<file path="src/rtl/cdsc_consts.svh">
// constants for the clock divider sync control block: offsets, field positions, reset values
// assumes it is included by bare name from every design file that needs it
`ifndef CDSC_CONSTS_SVH
`define CDSC_CONSTS_SVH

// register offsets on the serial port (13-bit address space)
`define CDSC_ADDR_OUT_MODE   13'h0014
`define CDSC_ADDR_SIG_HIGH   13'h0025
`define CDSC_ADDR_DITHER     13'h0030
`define CDSC_ADDR_SYNC       13'h0100

// field positions
`define CDSC_SYNC_MASTER_BIT 0
`define CDSC_SYNC_DIV_BIT    1
`define CDSC_SYNC_NEXT_BIT   2
`define CDSC_DITHER_EN_BIT   4
`define CDSC_OUT_TYPE_BIT    6

// reset values
`define CDSC_RST_SYNC        3'h0
`define CDSC_RST_DITHER      1'h0
`define CDSC_RST_OUT_TYPE    1'h0

// serial framing counts
`define CDSC_INSTR_LAST      4'hf
`define CDSC_BYTE_LAST       3'h7
`define CDSC_INSTR_RW_BIT    14
`define CDSC_ADDR_W          13

`endif

</file>
<file path="src/rtl/cdsc_pkg.sv">
// types shared by the clock divider sync control block
// assumes cdsc_consts.svh supplies all numeric constants
package cdsc_pkg;

  // stored fields of the sync control register, bit 2 down to bit 0
  typedef struct packed {
    logic next_only;
    logic div_en;
    logic master_en;
  } cdsc_sync_ctrl_s;

  // serial port transfer phase
  typedef enum logic [1:0] {
    PH_INSTR,
    PH_WRITE,
    PH_READ
  } cdsc_phase_e;

  // pins that pass through the synchroniser together
  typedef struct packed {
    logic sclk;
    logic csb;
    logic sdio;
    logic sync;
    logic out_dis;
  } cdsc_pins_s;

endpackage

</file>
<file path="src/rtl/cdsc_sync_gate.sv">
// sync pulse gate for the input clock divider
// assumes sync_lvl is already synchronised to clk_sys; one clock, synchronous reset
`timescale 1ns/1ns
`include "cdsc_consts.svh"

module cdsc_sync_gate
(
  input  wire logic                     clk_sys,
  input  wire logic                     srst,
  input  wire logic                     sync_lvl,
  input  wire cdsc_pkg::cdsc_sync_ctrl_s ctrl,
  output logic                          realign_q,
  output logic                          clear_div_q
);

  logic sync_prev_q;
  logic sync_prev_d;
  logic realign_d;
  logic clear_div_d;
  logic pulse;

  // rising edge of the sync level is one pulse; gated by both enables
  always_comb
  begin
    sync_prev_d = sync_lvl;
    pulse       = sync_lvl & ~sync_prev_q;
    realign_d   = pulse & ctrl.master_en & ctrl.div_en;
    // one-shot: with next_only set, the first passed pulse drops the divider enable, later pulses find it low
    clear_div_d = realign_d & ctrl.next_only;
  end

  // registers only
  always_ff @(posedge clk_sys)
  begin
    if (srst)
    begin
      sync_prev_q <= 1'h0;
      realign_q   <= 1'h0;
      clear_div_q <= 1'h0;
    end
    else
    begin
      sync_prev_q <= sync_prev_d;
      realign_q   <= realign_d;
      clear_div_q <= clear_div_d;
    end
  end

endmodule

</file>
<file path="src/rtl/cdsc_top.sv">
// clock divider sync control: serial register port, sync gate, output mode and disable
// assumes serial port pins, sync input and output disable pin are asynchronous to clk_sys
`timescale 1ns/1ns
`include "cdsc_consts.svh"

module cdsc_top
(
  input  wire logic        clk_sys,
  input  wire logic        srst,
  input  wire logic        spi_sclk,
  input  wire logic        spi_csb,
  input  wire logic        spi_sdio_i,
  output logic             spi_sdio_o,
  output logic             spi_sdio_oe_n,
  input  wire logic        sync_in,
  input  wire logic        output_disable_pin,
  input  wire logic [15:0] adc_data,
  input  wire logic [7:0]  self_test_signature_high,
  output logic [15:0]      data_out_q,
  output logic             data_out_en_q,
  output logic             lvds_mode_q,
  output logic             dither_en_q,
  output logic             divider_realign_q
);

  localparam int AW = `CDSC_ADDR_W;

  // synchroniser stages
  cdsc_pkg::cdsc_pins_s pins_s1_q;
  cdsc_pkg::cdsc_pins_s pins_s2_q;
  cdsc_pkg::cdsc_pins_s pins_d;
  logic                 sclk_s3_q;

  // serial port state
  cdsc_pkg::cdsc_phase_e phase_q, phase_d;
  logic [15:0]           shift_q, shift_d;
  logic [3:0]            icnt_q, icnt_d;
  logic [2:0]            bcnt_q, bcnt_d;
  logic [AW-1:0]         addr_q, addr_d;
  logic [7:0]            tx_q, tx_d;
  logic                  sdio_o_q, sdio_o_d;
  logic                  oe_n_q, oe_n_d;
  logic                  sclk_rise;
  logic                  sclk_fall;
  logic                  wr_en;
  logic [AW-1:0]         wr_addr;
  logic [7:0]            wr_data;

  // registers
  cdsc_pkg::cdsc_sync_ctrl_s sync_q, sync_d;
  logic                      dither_q, dither_d;
  logic                      out_type_q, out_type_d;
  logic                      gate_clear;

  // data path
  logic [15:0] data_out_d;
  logic        data_out_en_d;

  // read mux; open bits and unmapped addresses read zero
  function automatic logic [7:0] rd_byte(input logic [AW-1:0] a);
    logic [7:0] r;
    r = 8'h00;
    case (a)
      `CDSC_ADDR_SYNC:     r = {5'h00, sync_q};
      `CDSC_ADDR_DITHER:   r[`CDSC_DITHER_EN_BIT] = dither_q;
      `CDSC_ADDR_OUT_MODE: r[`CDSC_OUT_TYPE_BIT] = out_type_q;
      `CDSC_ADDR_SIG_HIGH: r = self_test_signature_high;
      default:             r = 8'h00;
    endcase
    return r;
  endfunction

  // two flops on every pin before use; logic reads stage two, plus a third sclk flop for edge detection
  always_comb
  begin
    pins_d.sclk    = spi_sclk;
    pins_d.csb     = spi_csb;
    pins_d.sdio    = spi_sdio_i;
    pins_d.sync    = sync_in;
    pins_d.out_dis = output_disable_pin;
  end

  always_ff @(posedge clk_sys)
  begin
    if (srst)
    begin
      pins_s1_q <= 5'h09;   // csb and output disable idle high
      pins_s2_q <= 5'h09;
      sclk_s3_q <= 1'h0;
    end
    else
    begin
      pins_s1_q <= pins_d;
      pins_s2_q <= pins_s1_q;
      sclk_s3_q <= pins_s2_q.sclk;
    end
  end

  // serial port: 16-bit instruction, then bytes msb first with address counting down
  always_comb
  begin
    phase_d   = phase_q;
    shift_d   = shift_q;
    icnt_d    = icnt_q;
    bcnt_d    = bcnt_q;
    addr_d    = addr_q;
    tx_d      = tx_q;
    sdio_o_d  = sdio_o_q;
    oe_n_d    = oe_n_q;
    wr_en     = 1'h0;
    wr_addr   = addr_q;
    wr_data   = {shift_q[6:0], pins_s2_q.sdio};
    sclk_rise = pins_s2_q.sclk & ~sclk_s3_q;
    sclk_fall = ~pins_s2_q.sclk & sclk_s3_q;
    if (pins_s2_q.csb)
    begin
      // deselect ends any transfer and releases the data line
      phase_d = cdsc_pkg::PH_INSTR;
      icnt_d  = 4'h0;
      bcnt_d  = 3'h0;
      oe_n_d  = 1'h1;
    end
    else
    begin
      if (sclk_rise)
      begin
        shift_d = {shift_q[14:0], pins_s2_q.sdio};
        case (phase_q)
          cdsc_pkg::PH_INSTR:
          begin
            icnt_d = icnt_q + 4'h1;
            if (icnt_q == `CDSC_INSTR_LAST)
            begin
              addr_d  = {shift_q[AW-2:0], pins_s2_q.sdio};
              bcnt_d  = 3'h0;
              tx_d    = rd_byte({shift_q[AW-2:0], pins_s2_q.sdio});
              phase_d = shift_q[`CDSC_INSTR_RW_BIT] ? cdsc_pkg::PH_READ : cdsc_pkg::PH_WRITE;
            end
          end
          cdsc_pkg::PH_WRITE:
          begin
            bcnt_d = bcnt_q + 3'h1;
            if (bcnt_q == `CDSC_BYTE_LAST)
            begin
              wr_en  = 1'h1;
              addr_d = addr_q - 13'h0001;
            end
          end
          cdsc_pkg::PH_READ:
          begin
            bcnt_d = bcnt_q + 3'h1;
            if (bcnt_q == `CDSC_BYTE_LAST)
            begin
              addr_d = addr_q - 13'h0001;
              tx_d   = rd_byte(addr_q - 13'h0001);
            end
          end
          default:
          begin
            phase_d = cdsc_pkg::PH_INSTR;
          end
        endcase
      end
      // read data changes on the falling edge so the host samples it on the rising one
      if (sclk_fall && (phase_q == cdsc_pkg::PH_READ))
      begin
        sdio_o_d = tx_q[~bcnt_q];
        oe_n_d   = 1'h0;
      end
    end
  end

  always_ff @(posedge clk_sys)
  begin
    if (srst)
    begin
      phase_q  <= cdsc_pkg::PH_INSTR;
      shift_q  <= 16'h0000;
      icnt_q   <= 4'h0;
      bcnt_q   <= 3'h0;
      addr_q   <= 13'h0000;
      tx_q     <= 8'h00;
      sdio_o_q <= 1'h0;
      oe_n_q   <= 1'h1;
    end
    else
    begin
      phase_q  <= phase_d;
      shift_q  <= shift_d;
      icnt_q   <= icnt_d;
      bcnt_q   <= bcnt_d;
      addr_q   <= addr_d;
      tx_q     <= tx_d;
      sdio_o_q <= sdio_o_d;
      oe_n_q   <= oe_n_d;
    end
  end

  // register file; a host write beats the one-shot self clear in the same cycle
  always_comb
  begin
    sync_d     = sync_q;
    dither_d   = dither_q;
    out_type_d = out_type_q;
    if (gate_clear)
    begin
      sync_d.div_en = 1'h0;
    end
    if (wr_en)
    begin
      case (wr_addr)
        `CDSC_ADDR_SYNC:     sync_d     = wr_data[2:0];
        `CDSC_ADDR_DITHER:   dither_d   = wr_data[`CDSC_DITHER_EN_BIT];
        `CDSC_ADDR_OUT_MODE: out_type_d = wr_data[`CDSC_OUT_TYPE_BIT];
        default:             sync_d     = sync_d;                    // unmapped: ignored
      endcase
    end
  end

  always_ff @(posedge clk_sys)
  begin
    if (srst)
    begin
      sync_q     <= `CDSC_RST_SYNC;
      dither_q   <= `CDSC_RST_DITHER;
      out_type_q <= `CDSC_RST_OUT_TYPE;
    end
    else
    begin
      sync_q     <= sync_d;
      dither_q   <= dither_d;
      out_type_q <= out_type_d;
    end
  end

  // gate lives apart so the divider sees only qualified pulses
  cdsc_sync_gate u_gate
  (
    .clk_sys     (clk_sys),
    .srst        (srst),
    .sync_lvl    (pins_s2_q.sync),
    .ctrl        (sync_q),
    .realign_q   (divider_realign_q),
    .clear_div_q (gate_clear)
  );

  // data outputs held at zero while disabled, so a terminated bus sees no toggling
  always_comb
  begin
    data_out_en_d = ~pins_s2_q.out_dis;
    data_out_d    = data_out_en_d ? adc_data : 16'h0000;
  end

  always_ff @(posedge clk_sys)
  begin
    if (srst)
    begin
      data_out_q    <= 16'h0000;
      data_out_en_q <= 1'h0;
      lvds_mode_q   <= 1'h0;          // cmos after reset
      dither_en_q   <= 1'h0;
    end
    else
    begin
      data_out_q    <= data_out_d;
      data_out_en_q <= data_out_en_d;
      lvds_mode_q   <= out_type_d;    // follows the output type field
      dither_en_q   <= dither_d;
    end
  end

  assign spi_sdio_o    = sdio_o_q;
  assign spi_sdio_oe_n = oe_n_q;

endmodule

</file>
<file path="config.mk">
export PLATFORM = sky130hd
export DESIGN_NAME = cdsc_top
export DESIGN_NICKNAME = d
export VERILOG_FILES = /design/src/rtl/cdsc_pkg.sv /design/src/rtl/cdsc_sync_gate.sv /design/src/rtl/cdsc_top.sv
export VERILOG_INCLUDE_DIRS = /design/src /design/src/rtl
export SDC_FILE = /design/constraint.sdc
export NUM_CORES = 1
export LEC_CHECK = 0
export BUFFER_PORTS_ARGS = -buffer_cell sky130_fd_sc_hd__buf_2
export CORE_MARGIN = 2
export CORE_UTILIZATION = 45
export DETAILED_ROUTE_END_ITERATION = 16
export MAX_ROUTING_LAYER = met4
export PLACE_DENSITY = 0.65
export SLEW_MARGIN = 20
export SYNTH_ARGS = -nofsm -noshare
export SYNTH_HDL_FRONTEND = slang
export SYNTH_SLANG_ARGS = --single-unit
</file>
<file path="constraint.sdc">
create_clock -name clk_sys -period 5.5 [get_ports clk_sys]
set_clock_uncertainty 0.1 [all_clocks]
set_input_delay 1.1 -clock clk_sys [delete_from_list [all_inputs] [get_ports clk_sys]]
set_output_delay 1.1 -clock clk_sys [all_outputs]
set_load 0.01 [all_outputs]
</file>
# Word-level counts from Yosys, hierarchy flattened

Cells that the tools add are included.

Equality and inequality tests: 18
Mux-type cells: 30
Add/sub/neg operators: 3
Reductions and logical operators: 17
Bitwise gates (word level): 13
$lt $le $gt $ge: 1

Operator list:

| cell                                                        | count |
|---|---|
| == test 13 x 6 -> 1 bit (second input constant)             | 5 |
| == test 13 x 5 -> 1 bit (second input constant)             | 3 |
| == test 13 x 9 -> 1 bit (second input constant)             | 3 |
| 2-to-1 mux 13 bit                                           | 2 |
| one-hot mux 13 bit (2 select lines)                         | 1 |
| 2-to-1 mux 8 bit                                            | 2 |
| one-hot mux 4 bit (2 select lines)                          | 2 |
| one-hot mux 8 bit (2 select lines)                          | 1 |
| subtractor 13 x 1 -> 13 bit (second input constant)         | 1 |
| AND reduction 2 bit                                         | 6 |
| 2-to-1 mux 1 bit                                            | 10 |
| AND reduction 5 bit                                         | 2 |
| 2-to-1 mux 2 bit                                            | 4 |
| one-hot mux 1 bit (2 select lines)                          | 4 |
| bitwise AND 1 bit                                           | 6 |
| NOT 1 bit                                                   | 6 |
| one-hot mux 3 bit (2 select lines)                          | 1 |
| AND reduction 3 bit                                         | 2 |
| OR reduction 2 bit                                          | 3 |
| adder 4 x 1 -> 4 bit (second input constant)                | 1 |
| == test 4 bit (second input constant)                       | 1 |
| less-than comparator 3 x 4 -> 1 bit (second input constant) | 1 |
| != test 2 bit (second input constant)                       | 2 |
| one-hot mux 2 bit (2 select lines)                          | 1 |
| 11 further kinds                                            | 12 |

Output and inout bits: 22
Logic and storage cells: 111
Flip-flop bits (word level): 83
Bits of input ports: 31

# Logic depth before layout (Yosys ltp)

Gate-level depths: netlist of run 1.

Word-level depth: 6
Gate-level depth with buffers: 10
Depth with buffers taken out: 8

# Hierarchy

From an unflattened synthesis of run 1, not the netlist that was laid out.

Cells, all modules: 455
Area, all modules: 3907.5 um2

By module, submodules not included:

| module         | area each (um2) | cells each | times used | seq. area each (um2) |
|---|---|---|---|---|
| cdsc_top       | 3813.7          | 448        | 1          | 1601.5 |
| cdsc_sync_gate | 93.8            | 7          | 1          | 60.1 |

# Worst setup path after synthesis of run 1

No wires, ideal clock.

Path type: register -> register
From: register addr_q[1]
To: register tx_q[4]
Stages on the path, launching flop included: 11
Slack: 3.018 ns
Buffers on the path: 2
Data arrival time: 2.289 ns
Data required time: 5.307 ns
Period minus slack after synthesis: 2.482 ns
Setup time: 0.093 ns
Cell sequence: dfxtp_1 -> buf_6 -> inv_1 -> ha_1 -> buf_4 -> or3b_2 -> nor4b_1 -> a21oi_1 -> and4bb_2 -> a21oi_2 -> o311ai_2

Cells in the longest elaborated chain, start to end: 5
Elaborated cells between the ends (all ways): 6
Classes of those cells: add/sub (1); eq/ne (2); mux (3)

Ends and longest elaborated chain:

| element                              | line            | text |
|---|---|---|
| start, declared                      | cdsc_top.sv:39  | `logic [AW-1:0] addr_q, addr_d;` |
| start signal, assigned               | cdsc_top.sv:192 | `addr_q <= addr_d;` |
| subtractor 13 x 1 -> 13 bit *        | cdsc_top.sv:155 | `tx_d = rd_byte(addr_q - 13'h0001);` |
| == test 13 x 6 -> 1 bit              | cdsc_top.sv:63  | `case (a)` |
| one-hot mux 1 bit (2 select lines) * | cdsc_top.sv:63  |  |
| 2-to-1 mux 8 bit *                   | cdsc_top.sv:152 | `` if (bcnt_q == `CDSC_BYTE_LAST) `` |
| one-hot mux 8 bit (2 select lines) * | cdsc_top.sv:128 | `case (phase_q)` |
| end signal, assigned                 | cdsc_top.sv:193 | `tx_q <= tx_d;` |
| end, declared                        | cdsc_top.sv:40  | `logic [7:0] tx_q, tx_d;` |

Mark *: on every way between the ends. The rest lies on a longest branch, timed or not. The select of a mux whose other input is x is not followed.
A chain may end at the register's enable or synchronous reset.

# Worst setup path in the final report of run 1

From: register addr_q[0]
To: register tx_q[4]

Same word-level chain as after synthesis.

==> impl_summary.md, run 1 <==
Outcome
The flow ran to the end, and the final reports show no timing, DRC or antenna violations.

Critical path
Of all nets on the critical path, the largest fanout is 11. On the critical path, the stage with the largest delay is an instance of or3b_2. The worst register-to-register path begins at addr_q[0]. The startpoint kind of the worst setup timing path is a flip-flop.

The nature of the critical path endpoint is a flip-flop. The signal on the critical path passes through inv_1, ha_1, or3b_2, nor4b_1, a21oi_1, and4bb_2, a21oi_2, o311ai_2. Data arrives at the worst endpoint at 3020 ps. The required arrival time at the worst endpoint is 5670 ps. The critical path is of the reg -> reg type. The critical path starts at addr_q[0]. The stage delay of the slowest cell on the critical path is 520 ps.

Placement
The number of I/O port buffers is 52. The wire-length estimate of the detail-placed layout is 6320 µm. The setup slack at placement is 2700 ps. The global placer's final weighted congestion is 0.998. The placed instances occupy a cell area of 4220 µm².

Global routing
The number of global-route vias before repair is 3050. Entering global routing, the biggest net connects 39 pins. The total overflow left after global routing is 0. Global routing used 19.6% of the available tracks across all layers. The initial antenna violation count is 0. The wire length of the first global-routing pass is 14700 µm.

CTS
The number of H-tree levels is 3. The total clock buffers created by CTS is 9. The number of hold buffers added after CTS is 0. The clock sink count is 83. The clock root buffer is clkbuf_8.

The clock latency at the later pin of the worst-skew pair is 350 ps. After clock tree synthesis, the clock-pin slew on the worst setup and hold paths is 90 ps. The count of cells resized by post-cts repair is 0. The number of buffers inserted to repair setup after CTS is 0. TritonCTS built the clock tree.

The buffer depth of the longest clock path is 2.

Cells and area
The post-route cell area is 4430 µm². The number of nets in the final layout is about 530. The number of diodes is 0. Of the cells placed in the final design, the portion with a size suffix greater than 1 is 19.7%. The growth of design area from synthesis to finish is 12.8%.

The filler cells instantiated in the layout total 831. Cells fill 51.5% of the core in the end.

Min path
The startpoint identified for the worst hold timing path is pins_s1_q[3]. The min-delay analysis places its worst path in the category reg -> reg.

Floorplanning
After floorplanning, the core was sized to cover 8590 µm². The number of I/O pins is 53. The width of the die is approximately 100 µm. For this configuration, the core starts out at a cell density of approximately 46%.

The die covers 9490 µm². The vertical extent of the die is slightly below 100 µm. The cell row count is 34.

Timing
Based on the critical path, the design can be clocked at up to 350 MHz. The worst hold-check slack is 313 ps. In the finished design, the share of the clock period the worst path needs comes to 51.9%. Setup repair after global routing left no endpoint under its margin. The remaining max-slew budget at the tightest pin is 41.2%. For the final routed database, the setup TNS stands at 0 ps. The max-slew violation total from the final report was 0. The worst setup margin is 2640 ps. The final-report hold violation count is 0.

The transition time at the pin with the least slew margin is 882 ps. Setup violations remaining at the end of the flow were counted as 0. The minimum clock period after layout is 2860 ps.

Route
Once detail routing completed, the nets flagged for antenna violations numbered 0. Using the TritonRoute via totals, the vias-per-cell ratio works out to 5.58. The DRC violations left is 0. The routed length per placed instance is 14.9 µm. The aggregate routed wire length is 8920 µm.

The via count is 3349. The detailed router finished its first iteration with 233 violations. The number of iterations in the first detailed-routing pass is 7.

Synthesis
The summed instance area of the synthesized netlist is just under 4000 µm². Counting flops with an async set or reset pin after synthesis yields a share of 0%. The number of synthesized register bits is 83.

In this run, distinct cell masters in the synthesized netlist total 62. The dominant register cell in the synthesized netlist is dfxtp_1. The average size of a mapped cell is approximately 8.7 µm².

The number of warning messages in the yosys log is 0. Counting flops with a built-in enable in the synthesized netlist gives 0. Synthesis handed over a netlist of 450 instances. Counting every net in the synthesized netlist gives about 490.

Summing the sequential cell areas from Yosys gives 42.3% of the chip area.

Power
The cell area power density is 251 nW/µm². The analysis attributes to cell leakage a power of 1.70 nW. The worst-case IR drop observed on VDD is 0.171 mV.

Flow run
The max-cap violation count is 0.
[Yosys cell counts, drive strengths merged (4+ instances only)]
library cell | number | share of area, %
o22ai | 4 | 0.64
buf | 9 | 1.7
and2 | 18 | 2.9
nor4 | 8 | 1.7
a211oi | 11 | 2.5
dfxtp | 83 | 42
o32ai | 4 | 0.89
nor2b | 13 | 2.1
a22oi | 6 | 1.3
mux2i | 12 | 3.1
a31oi | 5 | 0.80
o21ai | 13 | 1.7
or2 | 5 | 0.80
nand4 | 4 | 0.64
nand3 | 13 | 1.7
ha | 10 | 3.2
nor3 | 7 | 1.0
nand3b | 5 | 0.96
nor3b | 7 | 1.6
xor2 | 4 | 0.89
clkbuf | 20 | 1.9
nand2 | 52 | 5.0
a21oi | 32 | 4.2
nor2 | 49 | 4.9
inv | 12 | 1.1
[area by class of cell]
class	instances	area, µm²	share of cell area [%]
Clock inverter	5	78.8	1.78
Clock buffer	10	128	2.88
Timing Repair Buffer	56	290	6.55
Tap cell	108	135	3.05
Sequential cell	83	1660	37.5
Inverter	12	45.0	1.02
Multi-Input combinational cell	326	2090	47.2
[report_power, final]
| part | switching, W | leakage (nW) | internal [W] |
|---|---|---|---|
| sequential | 0.00000308 | 0.672 | 0.000606 |
| clock | 0.000219 | 0.106 | 0.000253 |
| combinational | 0.0000150 | 0.924 | 0.0000141 |
| total | 0.000237 | 1.70 | 0.000873 |
[cell families after synthesis]
family / count (synthesis) / share of synthesized area, %
AOI/OAI and AO/OA: 95 / 16.7
DFF: 83 / 42.3
muxes: 15 / 4.49
and+or+nand+nor: 201 / 27.3
adders and majority gates: 10 / 3.19
xor gates and xnor gates: 5 / 1.31
buffers and inverters: 41 / 4.75
[through the flow]
| step | std cells | power (W) |
|---|---|---|
| floorplan | 450 | 0.000637 |
| global placement | 585 | 0.000653 |
| detailed placement | 585 | 0.000653 |
| CTS | 600 | 0.00112 |
| global route | 600 | 0.00115 |
| finish | 600 | 0.00111 |
[cells in the final DEF, fill, tap and decap left out, drive strengths merged, types with 6 or more instances in the layout]
cell    netlist  routed
dfxtp        83      83
buf           9      56
nand2        52      52
nor2         49      49
a21oi        32      32
and2         18      18
nor2b        13      13
nand3        13      13
o21ai        13      13
inv          12      12
mux2i        12      12
a211oi       11      11
ha           10      10
clkbuf       20      10
nor4          8       8
nor3          7       7
nor3b         7       7
a22oi         6       6
[sequential cells by signal, indices dropped and copies added, names as in the netlist, 2 cells and up]
name and cells:
pins_s2_q 5, sync_q 3, pins_s1_q 5, icnt_q 4, addr_q 13, shift_q 15
data_out_q 16, bcnt_q 3, tx_q 8, phase_q 2
[worst max-delay path, delay by kind of cell, from the launching register on]
kind                     cells  cell delay [ps]
AND/OR/NAND/NOR              3             1210
buffers and inverters        1              190
adder cells (fa/ha/maj)      1              390
flip-flops                   1              390
AO/OA/AOI/OAI                3              490
[routing by layer]
layer,GRT usage [%],wire length (µm)
met5,-,0
met4,6.84,150
met3,4.75,611
met2,28.3,3850
met1,26.9,4300
[worst paths after layout]
kind / depth (start not counted) / to / slack [ps]
worst min-delay path: 1 / pins_s2_q[3] / 310
worst max register to register: 8 / tx_q[4] / 2640
worst min register to register: 1 / pins_s2_q[3] / 310
worst max-delay path: 8 / tx_q[4] / 2640
Power figures use the tool's default switching activity.
==> run 2, diff against run 1 <==
--- a/config.mk
+++ b/config.mk
@@ -11,7 +11,7 @@
 export CORE_UTILIZATION = 45
 export DETAILED_ROUTE_END_ITERATION = 16
 export MAX_ROUTING_LAYER = met4
-export PLACE_DENSITY = 0.65
+export PLACE_DENSITY = 0.67
 export SLEW_MARGIN = 20
 export SYNTH_ARGS = -nofsm -noshare
 export SYNTH_HDL_FRONTEND = slang
==> constraint.sdc (replaced) <==
create_clock -name clk_sys -period 2.3 [get_ports clk_sys]
set_clock_uncertainty 0.1 [all_clocks]
set_input_delay 0.46 -clock clk_sys [delete_from_list [all_inputs] [get_ports clk_sys]]
set_output_delay 0.46 -clock clk_sys [all_outputs]
set_load 0.01 [all_outputs]
==> run 2 against run 1 <==
  * The flow now finishes with violations (setup timing)
  * Critical path depth is 1 lower
  * Sequential cell count stayed put
  * Via count grew 5.1%
  * Sequential power rose by 140%
  * Wire length rose by 6.1%
  * Clock power grew 150%
  * Cell area up 8.0%
  * Final cell count grew 5.5%
  * First-iteration DRC count decreased by 0.43%
  * Die area did not move
  * Largest cell class unchanged
==> impl_summary.md, run 2 (same netlist as run 1, synthesis figures left out) <==
Outcome
The final reports fail on setup timing. The flow ran to the end, but the final reports show violations.

CTS
The number of hold buffers added after CTS is 0. The buffer depth of the longest clock path is 2. The clock sink count is 83. TritonCTS created 9 clock buffers. At the later pin of the worst-skew pair, clock insertion delay measures about 350 ps. After clock tree synthesis, the clock-pin slew on the worst setup and hold paths is roughly 90 ps. TritonCTS built the clock tree. The root buffer cell chosen for the clock tree is clkbuf_8. In this run the number of H-tree levels came out at 3.

Cells and area
Leaving out fill and tap cells, the most frequent cell in the layout is dfxtp_1. The post-route netlist has 27.0% of its cells at a drive strength greater than 1. Compared with the post-synthesis result, the final layout area differs by 21.8%. The register with the most flip-flops in the layout has 16 of them. The largest registers in the layout are data_out_q x16, shift_q x15, addr_q x13. The number of diodes is 0. The register with the most flip-flops in the final layout is data_out_q. In the layout the commonest cells are dfxtp_1 (81), nand2_1 (52), buf_2 (52), nor2_1 (48), buf_4 (33). At the end of the flow, the number of nets in the layout was ~560.

Critical path
The required arrival time at the worst endpoint is about 2500 ps. The critical path in this run is classified as reg -> reg. The reg-to-reg endpoint is tx_q[4]. The worst register-to-register path has a setup slack of -3 ps. The depth of the most critical reg-to-reg path is 7. Data on the critical path arrives at its endpoint at 2460 ps. The worst setup path is launched from a flip-flop. Of all nets on the critical path, the largest fanout is 5. The nature of the critical path endpoint is a flip-flop. The origin of the critical flop-to-flop path is addr_q[1].

Global routing
The global-route usage over all layers is between 20% and 30%. The maximum number of pins on one net before global-route repair is 31. The number of global-route vias before repair is 3301.

The initial antenna violation count is 0. The wire length of the first global-routing pass is 15500 µm. The remaining global-route overflow is 0.

Power
The cell area power density is 564 nW/µm². The clock network fraction of total power is 43.3%. The post-route total power is ~0.0027 W. The leakage component of the power is 1.89 nW. Internal power comes to 0.00211 W. The logic gate share of total power is 2.7%. For this design the total switching power over the nets is 0.000584 W. Per report_power, the sequential group accounts for 54.0% of the total.

The peak ir drop on the vdd network is 0.438 mV. Net switching is between 20% and 30% of the power.

Min path
The class of the most critical hold timing path is in -> reg. The worst hold path terminates at pins_s1_q[3]. The startpoint identified for the worst hold timing path is spi_csb.

Along the worst hold path, the cell count comes to 2.

Floorplanning
The initialized floorplan defines 34 standard-cell rows. The vertical extent of the die is about 97 µm. The floorplan step defined a die boundary enclosing 9490 µm². For this design the top-level I/O count stands at 53. Measured along the x axis, the die boundary spans 97.4 µm. The initial core utilization is a little under half. The placeable core region is approximately 8600 µm².

Placement
Port buffering added 52 buffers. The global placer's final weighted congestion is 0.912. The wire-length estimate of the detail-placed layout is 6810 µm.

Route
For this run, the detailed router's first-pass iteration total came to 5. The count of routing violations after the opening detailed-route iteration is 232. After detailed routing, the total wire length is 9460 µm.

The DRC violations left is 0. The count of nets left with antenna violations after detail routing is 0. The via count is between 3k and 4k. The routed length per placed instance is 14.9 µm. After detailed routing, the number of vias per cell comes to between 5 and 6.

Timing
Of the available clock period, the critical path in the final layout requires 100%. The max-slew violation total from the final report was 0. On the final layout, the worst hold slack is 183 ps. The transition time at the pin with the least slew margin is around 750 ps. The worst setup margin is -2.65 ps. Setup repair after global routing could not meet its margin everywhere. Derived from the worst setup path, the maximum achievable clock frequency is 434 MHz.

Setup violations remaining at the end of the flow were counted as 1. The final-report hold violation count is 0. The minimum clock period after layout is about 2300 ps. The worst pin sits at a relative slew slack of 49.7%.

Flow run
The max-cap violation count is 0.
==> run 2: worst max-delay path by stage <==
stage | slack, ps | to | cells past startpoint | startpoint
finish | -3 | tx_q[4] | 7 | addr_q[1]
global route | -100 | tx_q[4] | 7 | addr_q[1]
floorplan | -10 | tx_q[4] | 10 | addr_q[1]
detailed placement | -20 | tx_q[4] | 8 | addr_q[0]
global placement | 50 | tx_q[4] | 7 | addr_q[1]
CTS | 20 | tx_q[4] | 8 | addr_q[0]
==> run 2: stage by stage <==
stage	instance area [µm²]	instances	utilization, %	setup TNS, ps	setup slack, ps
floorplan	3940	450	-	-14.7	-14.7
global placement	4440	611	51.7	0	46.8
detailed placement	4440	611	51.7	-15.9	-15.9
CTS	4670	627	54.3	0	22.0
global route	4780	633	55.7	-411	-95.8
finish	4780	633	55.7	-2.65	-2.65
==> run 2: cell type report <==
class / count / area [µm²]
Clock buffer: 10 / 128
Clock inverter: 6 / 96.3
Fill cell: 788 / 3810
Inverter: 12 / 45.0
Multi-Input combinational cell: 326 / 2160
Sequential cell: 83 / 1660
Tap cell: 108 / 135
Timing Repair Buffer: 88 / 551
==> run 2: power by group through the flow <==
stage	clock network, W	logic [W]	registers (W)
global placement	0	0.0000716	0.00149
floorplan	0	0.0000313	0.00149
detailed placement	0	0.0000734	0.00149
global route	0.00126	0.0000818	0.00146
finish	0.00117	0.0000733	0.00146
CTS	0.00120	0.0000735	0.00146
==> run 2: what timing repair did <==
item                                    4_1_cts  5_1_grt
endpoints found under the setup margin        3        8
pin swaps                                     2        8
gates resized for setup                       3       14
setup buffers                                 0        6
==> run 2: critical path, cell delays in order, from the launching register on <==
cell	delay [ps]
dfxtp_2	350
buf_6	130
or4_4	580
nor3b_2	210
a22oi_2	120
a211oi_4	390
a21oi_4	130
o311ai_2	210
==> run 2: routing by layer <==
layer	part of all wire [%]	wire length, µm	global-route usage (%)
met4	1.3	120	5.77
met3	6.1	581	4.75
met2	46	4380	31.0
met5	0	0	-
met1	46	4370	27.6
==> run 3, diff against run 2 <==
--- a/config.mk
+++ b/config.mk
@@ -12,6 +12,7 @@
 export DETAILED_ROUTE_END_ITERATION = 16
 export MAX_ROUTING_LAYER = met4
 export PLACE_DENSITY = 0.67
+export REMOVE_ABC_BUFFERS = 1
 export SLEW_MARGIN = 20
 export SYNTH_ARGS = -nofsm -noshare
 export SYNTH_HDL_FRONTEND = slang
==> run 3 against run 2 <==
  * The flow now finishes without violations
  * Via count fell by 2.4%
  * Non-clock buffer count fell by 1
  * Count of clock-buffer cells in the layout fell by 1
  * First-iteration DRC count fell by 16%
  * Sequential power barely moved
  * Die area did not move
  * Combinational power rose by 5.3%
  * Setup slack improved by 31 ps
  * Sequential cell count did not move
  * Final cell count fell by 0.16%
  * Sequential share of layout area fell by 0.16 points
  * Critical endpoint is now tx_q[1]
  * Highest routed layer unchanged
==> impl_summary.md, run 3 (same netlist as run 1, synthesis figures left out) <==
Global routing
Summed over all layers, the global routing overflow is 0. The number of global-route vias before repair is 3303. The global-route usage over all layers is a little over a fifth.

The initial antenna violation count is 0. The first global-routing pass estimated 15900 µm of wire. Entering global routing, the biggest net connects 25 pins.

Cells and area
Once layout is done, the placed cells without fillers occupy 4800 µm². The number of diodes is 0. The final layout contains 560 nets. In the final layout, the registers with the most flip-flops are data_out_q x16, shift_q x15, addr_q x13. In the final layout, the share of cells above drive strength 1 is around a quarter. The library cells used most frequently in the layout, excluding fill and tap cells, are dfxtp_1 (82), nand2_1 (52), buf_2 (52), nor2_1 (48), buf_4 (33).

The register with the most flip-flops is data_out_q. The growth of design area from synthesis to finish is 22.3%. The register with the most flip-flops in the layout has 16 of them. The most common cell after layout, fill and taps aside is dfxtp_1.

Outcome
The flow ran to the end, and the final reports show no timing, DRC or antenna violations.

Critical path
The required arrival time at the worst endpoint is about 2500 ps. The peak fanout along the critical path is 7. The most critical setup path has its endpoint at tx_q[1]. The critical path runs through a total of 8 cells. The nature of the critical path endpoint is a flip-flop. The origin of the critical flop-to-flop path is addr_q[1]. STA puts the critical path data arrival time at 2470 ps. The reg-to-reg setup timing slack is 30 ps.

The total buffers and inverters traversed by the critical path is 2. The stage delay of the slowest cell on the critical path is about 580 ps. For this design, the slowest cell found on the critical path is or4_4. The worst setup path is launched from a flip-flop.

The worst register-to-register path ends at tx_q[1]. For the worst flop-to-flop path, the logic depth is 8. The start point of the critical path is addr_q[1].

Grouping stages by cell kind, the critical path spends the most delay in simple AND/OR/NAND/NOR gates. The start-to-end type of the worst setup path is reg -> reg. Walking the worst path, the cells encountered are buf_6, or4_4, nor3b_2, a22oi_2, a211oi_4, buf_4, nand3_2, a211oi_2.

Timing
The worst path in the final design needs a cycle of between 2000 and 2500 ps, including I/O delays and setup. The remaining max-slew budget at the tightest pin is around 48%. Setup repair after global routing could not meet its margin everywhere. The setup TNS after final layout is 0 ps.

The final-report setup violation count is 0. The max-slew violation total from the final report is 0. The worst path uses 98.8% of the clock period. For the pin with the worst max-slew slack, the measured transition is 778 ps.

For this run, the top clock speed supported by timing is 440 MHz. The final-report hold violation count was 0.

Placement
The placed instance area is 4450 µm². After legalization and detailed placement, the total HPWL measured 7110 µm. The global placer's final weighted congestion is 0.899. The count of buffers added on input and output ports is 52.

Power
The cell area power density is 592 nW/µm². The post-route total power is roughly 0.0028 W. In this run the static leakage power is around 1.9 nW. IR analysis of the VDD net gives a maximum drop of 0.462 mV.

Min path
The worst hold path was traced through 2 stages. The class of the most critical hold timing path is in -> reg.

Floorplanning
The number of I/O pins is 53. The placeable core region is 8590 µm². In this run the core area contains 34 standard-cell rows. The vertical extent of the die is 97.4 µm. The initial core utilization is 45.7%. The die covers 9490 µm².

The floorplan step set the die width to 97.4 µm.

CTS
In this run the deepest clock path goes through 2 buffers. At the later pin of the worst-skew pair, clock insertion delay measures 370 ps. The number of clock buffers added by TritonCTS is 9. CTS built an H-tree with a depth of 3. The clock tree from TritonCTS is yes. The clock sink count is 83. The clock root buffer is clkbuf_8. The register clock-pin slew on the reported worst setup and hold paths is about 100 ps. Hold repair after CTS inserted 0 buffers.

Route
The via count is 3434. The first detailed-routing pass took 6 iterations. The aggregate routed wire length is 9630 µm.

The count of nets left with antenna violations after detail routing is 0. The count of routing violations after the opening detailed-route iteration is 195. The DRC violations left is 0. The via density per instance is 5.43. After detailed routing, the average wire length per cell comes to ~15 µm.

Flow run
Across the run, the number of max-cap violations was 0.
run 3: cell types whose count changed in the layout (fill, tap and decap cells not counted), sizes merged:
cell      previous run  this run
buf                 88        87
clkinvlp             1         0
inv                 15        16
bufinv               2         3
clkbuf              10         9
run 3: cell type report:
cell class | instances | area, µm²
Sequential cell | 83 | 1660
Clock inverter | 7 | 128
Timing Repair Buffer | 87 | 539
Fill cell | 789 | 3790
Multi-Input combinational cell | 326 | 2170
Clock buffer | 9 | 124
Tap cell | 108 | 135
Inverter | 12 | 45.0
run 3: repair_timing:
| item | in CTS | in global routing |
|---|---|---|
| buffers inserted | 0 | 3 |
| setup endpoints to repair | 2 | 10 |
| pin swaps | 1 | 8 |
| resized for setup | 2 | 14 |
run 3: worst min-delay path by stage:
stage	start	end	slack (ps)
finish	output_disable_pin	pins_s1_q[0]	170
global route	spi_csb	pins_s1_q[3]	170
CTS	output_disable_pin	pins_s1_q[0]	160
detailed placement	pins_s1_q[0]	pins_s2_q[0]	300
global placement	pins_s1_q[3]	pins_s2_q[3]	290
floorplan	pins_s1_q[0]	pins_s2_q[0]	290
run 3: layer usage:
| metal | routed length [µm] | GRT usage [%] |
|---|---|---|
| met2 | 4470 | 33.1 |
| met4 | 168 | 7.69 |
| met1 | 4520 | 28.2 |
| met5 | 0 | - |
| met3 | 469 | 4.10 |
run 3: report_power, final:
part / internal (W) / total [W] / switching, W
Combinational: 0.0000369 / 0.0000772 / 0.0000403
Sequential: 0.00145 / 0.00146 / 0.00000561
Clock: 0.000740 / 0.00131 / 0.000570
Total: 0.00223 / 0.00284 / 0.000616
run 3: per-stage QoR:
stage | utilization [%] | instances | hold WS, ps | worst slack, ps
4_1_cts | 54.8 | 629 | 163 | 4.12
5_1_grt | 55.9 | 632 | 169 | -76.1
3_3_place_gp | 51.7 | 613 | 291 | -26.0
6_report | 55.9 | 632 | 171 | 28.1
2_1_floorplan | - | 421 | 289 | -1050
3_5_place_dp | 51.7 | 613 | 296 | -37.8
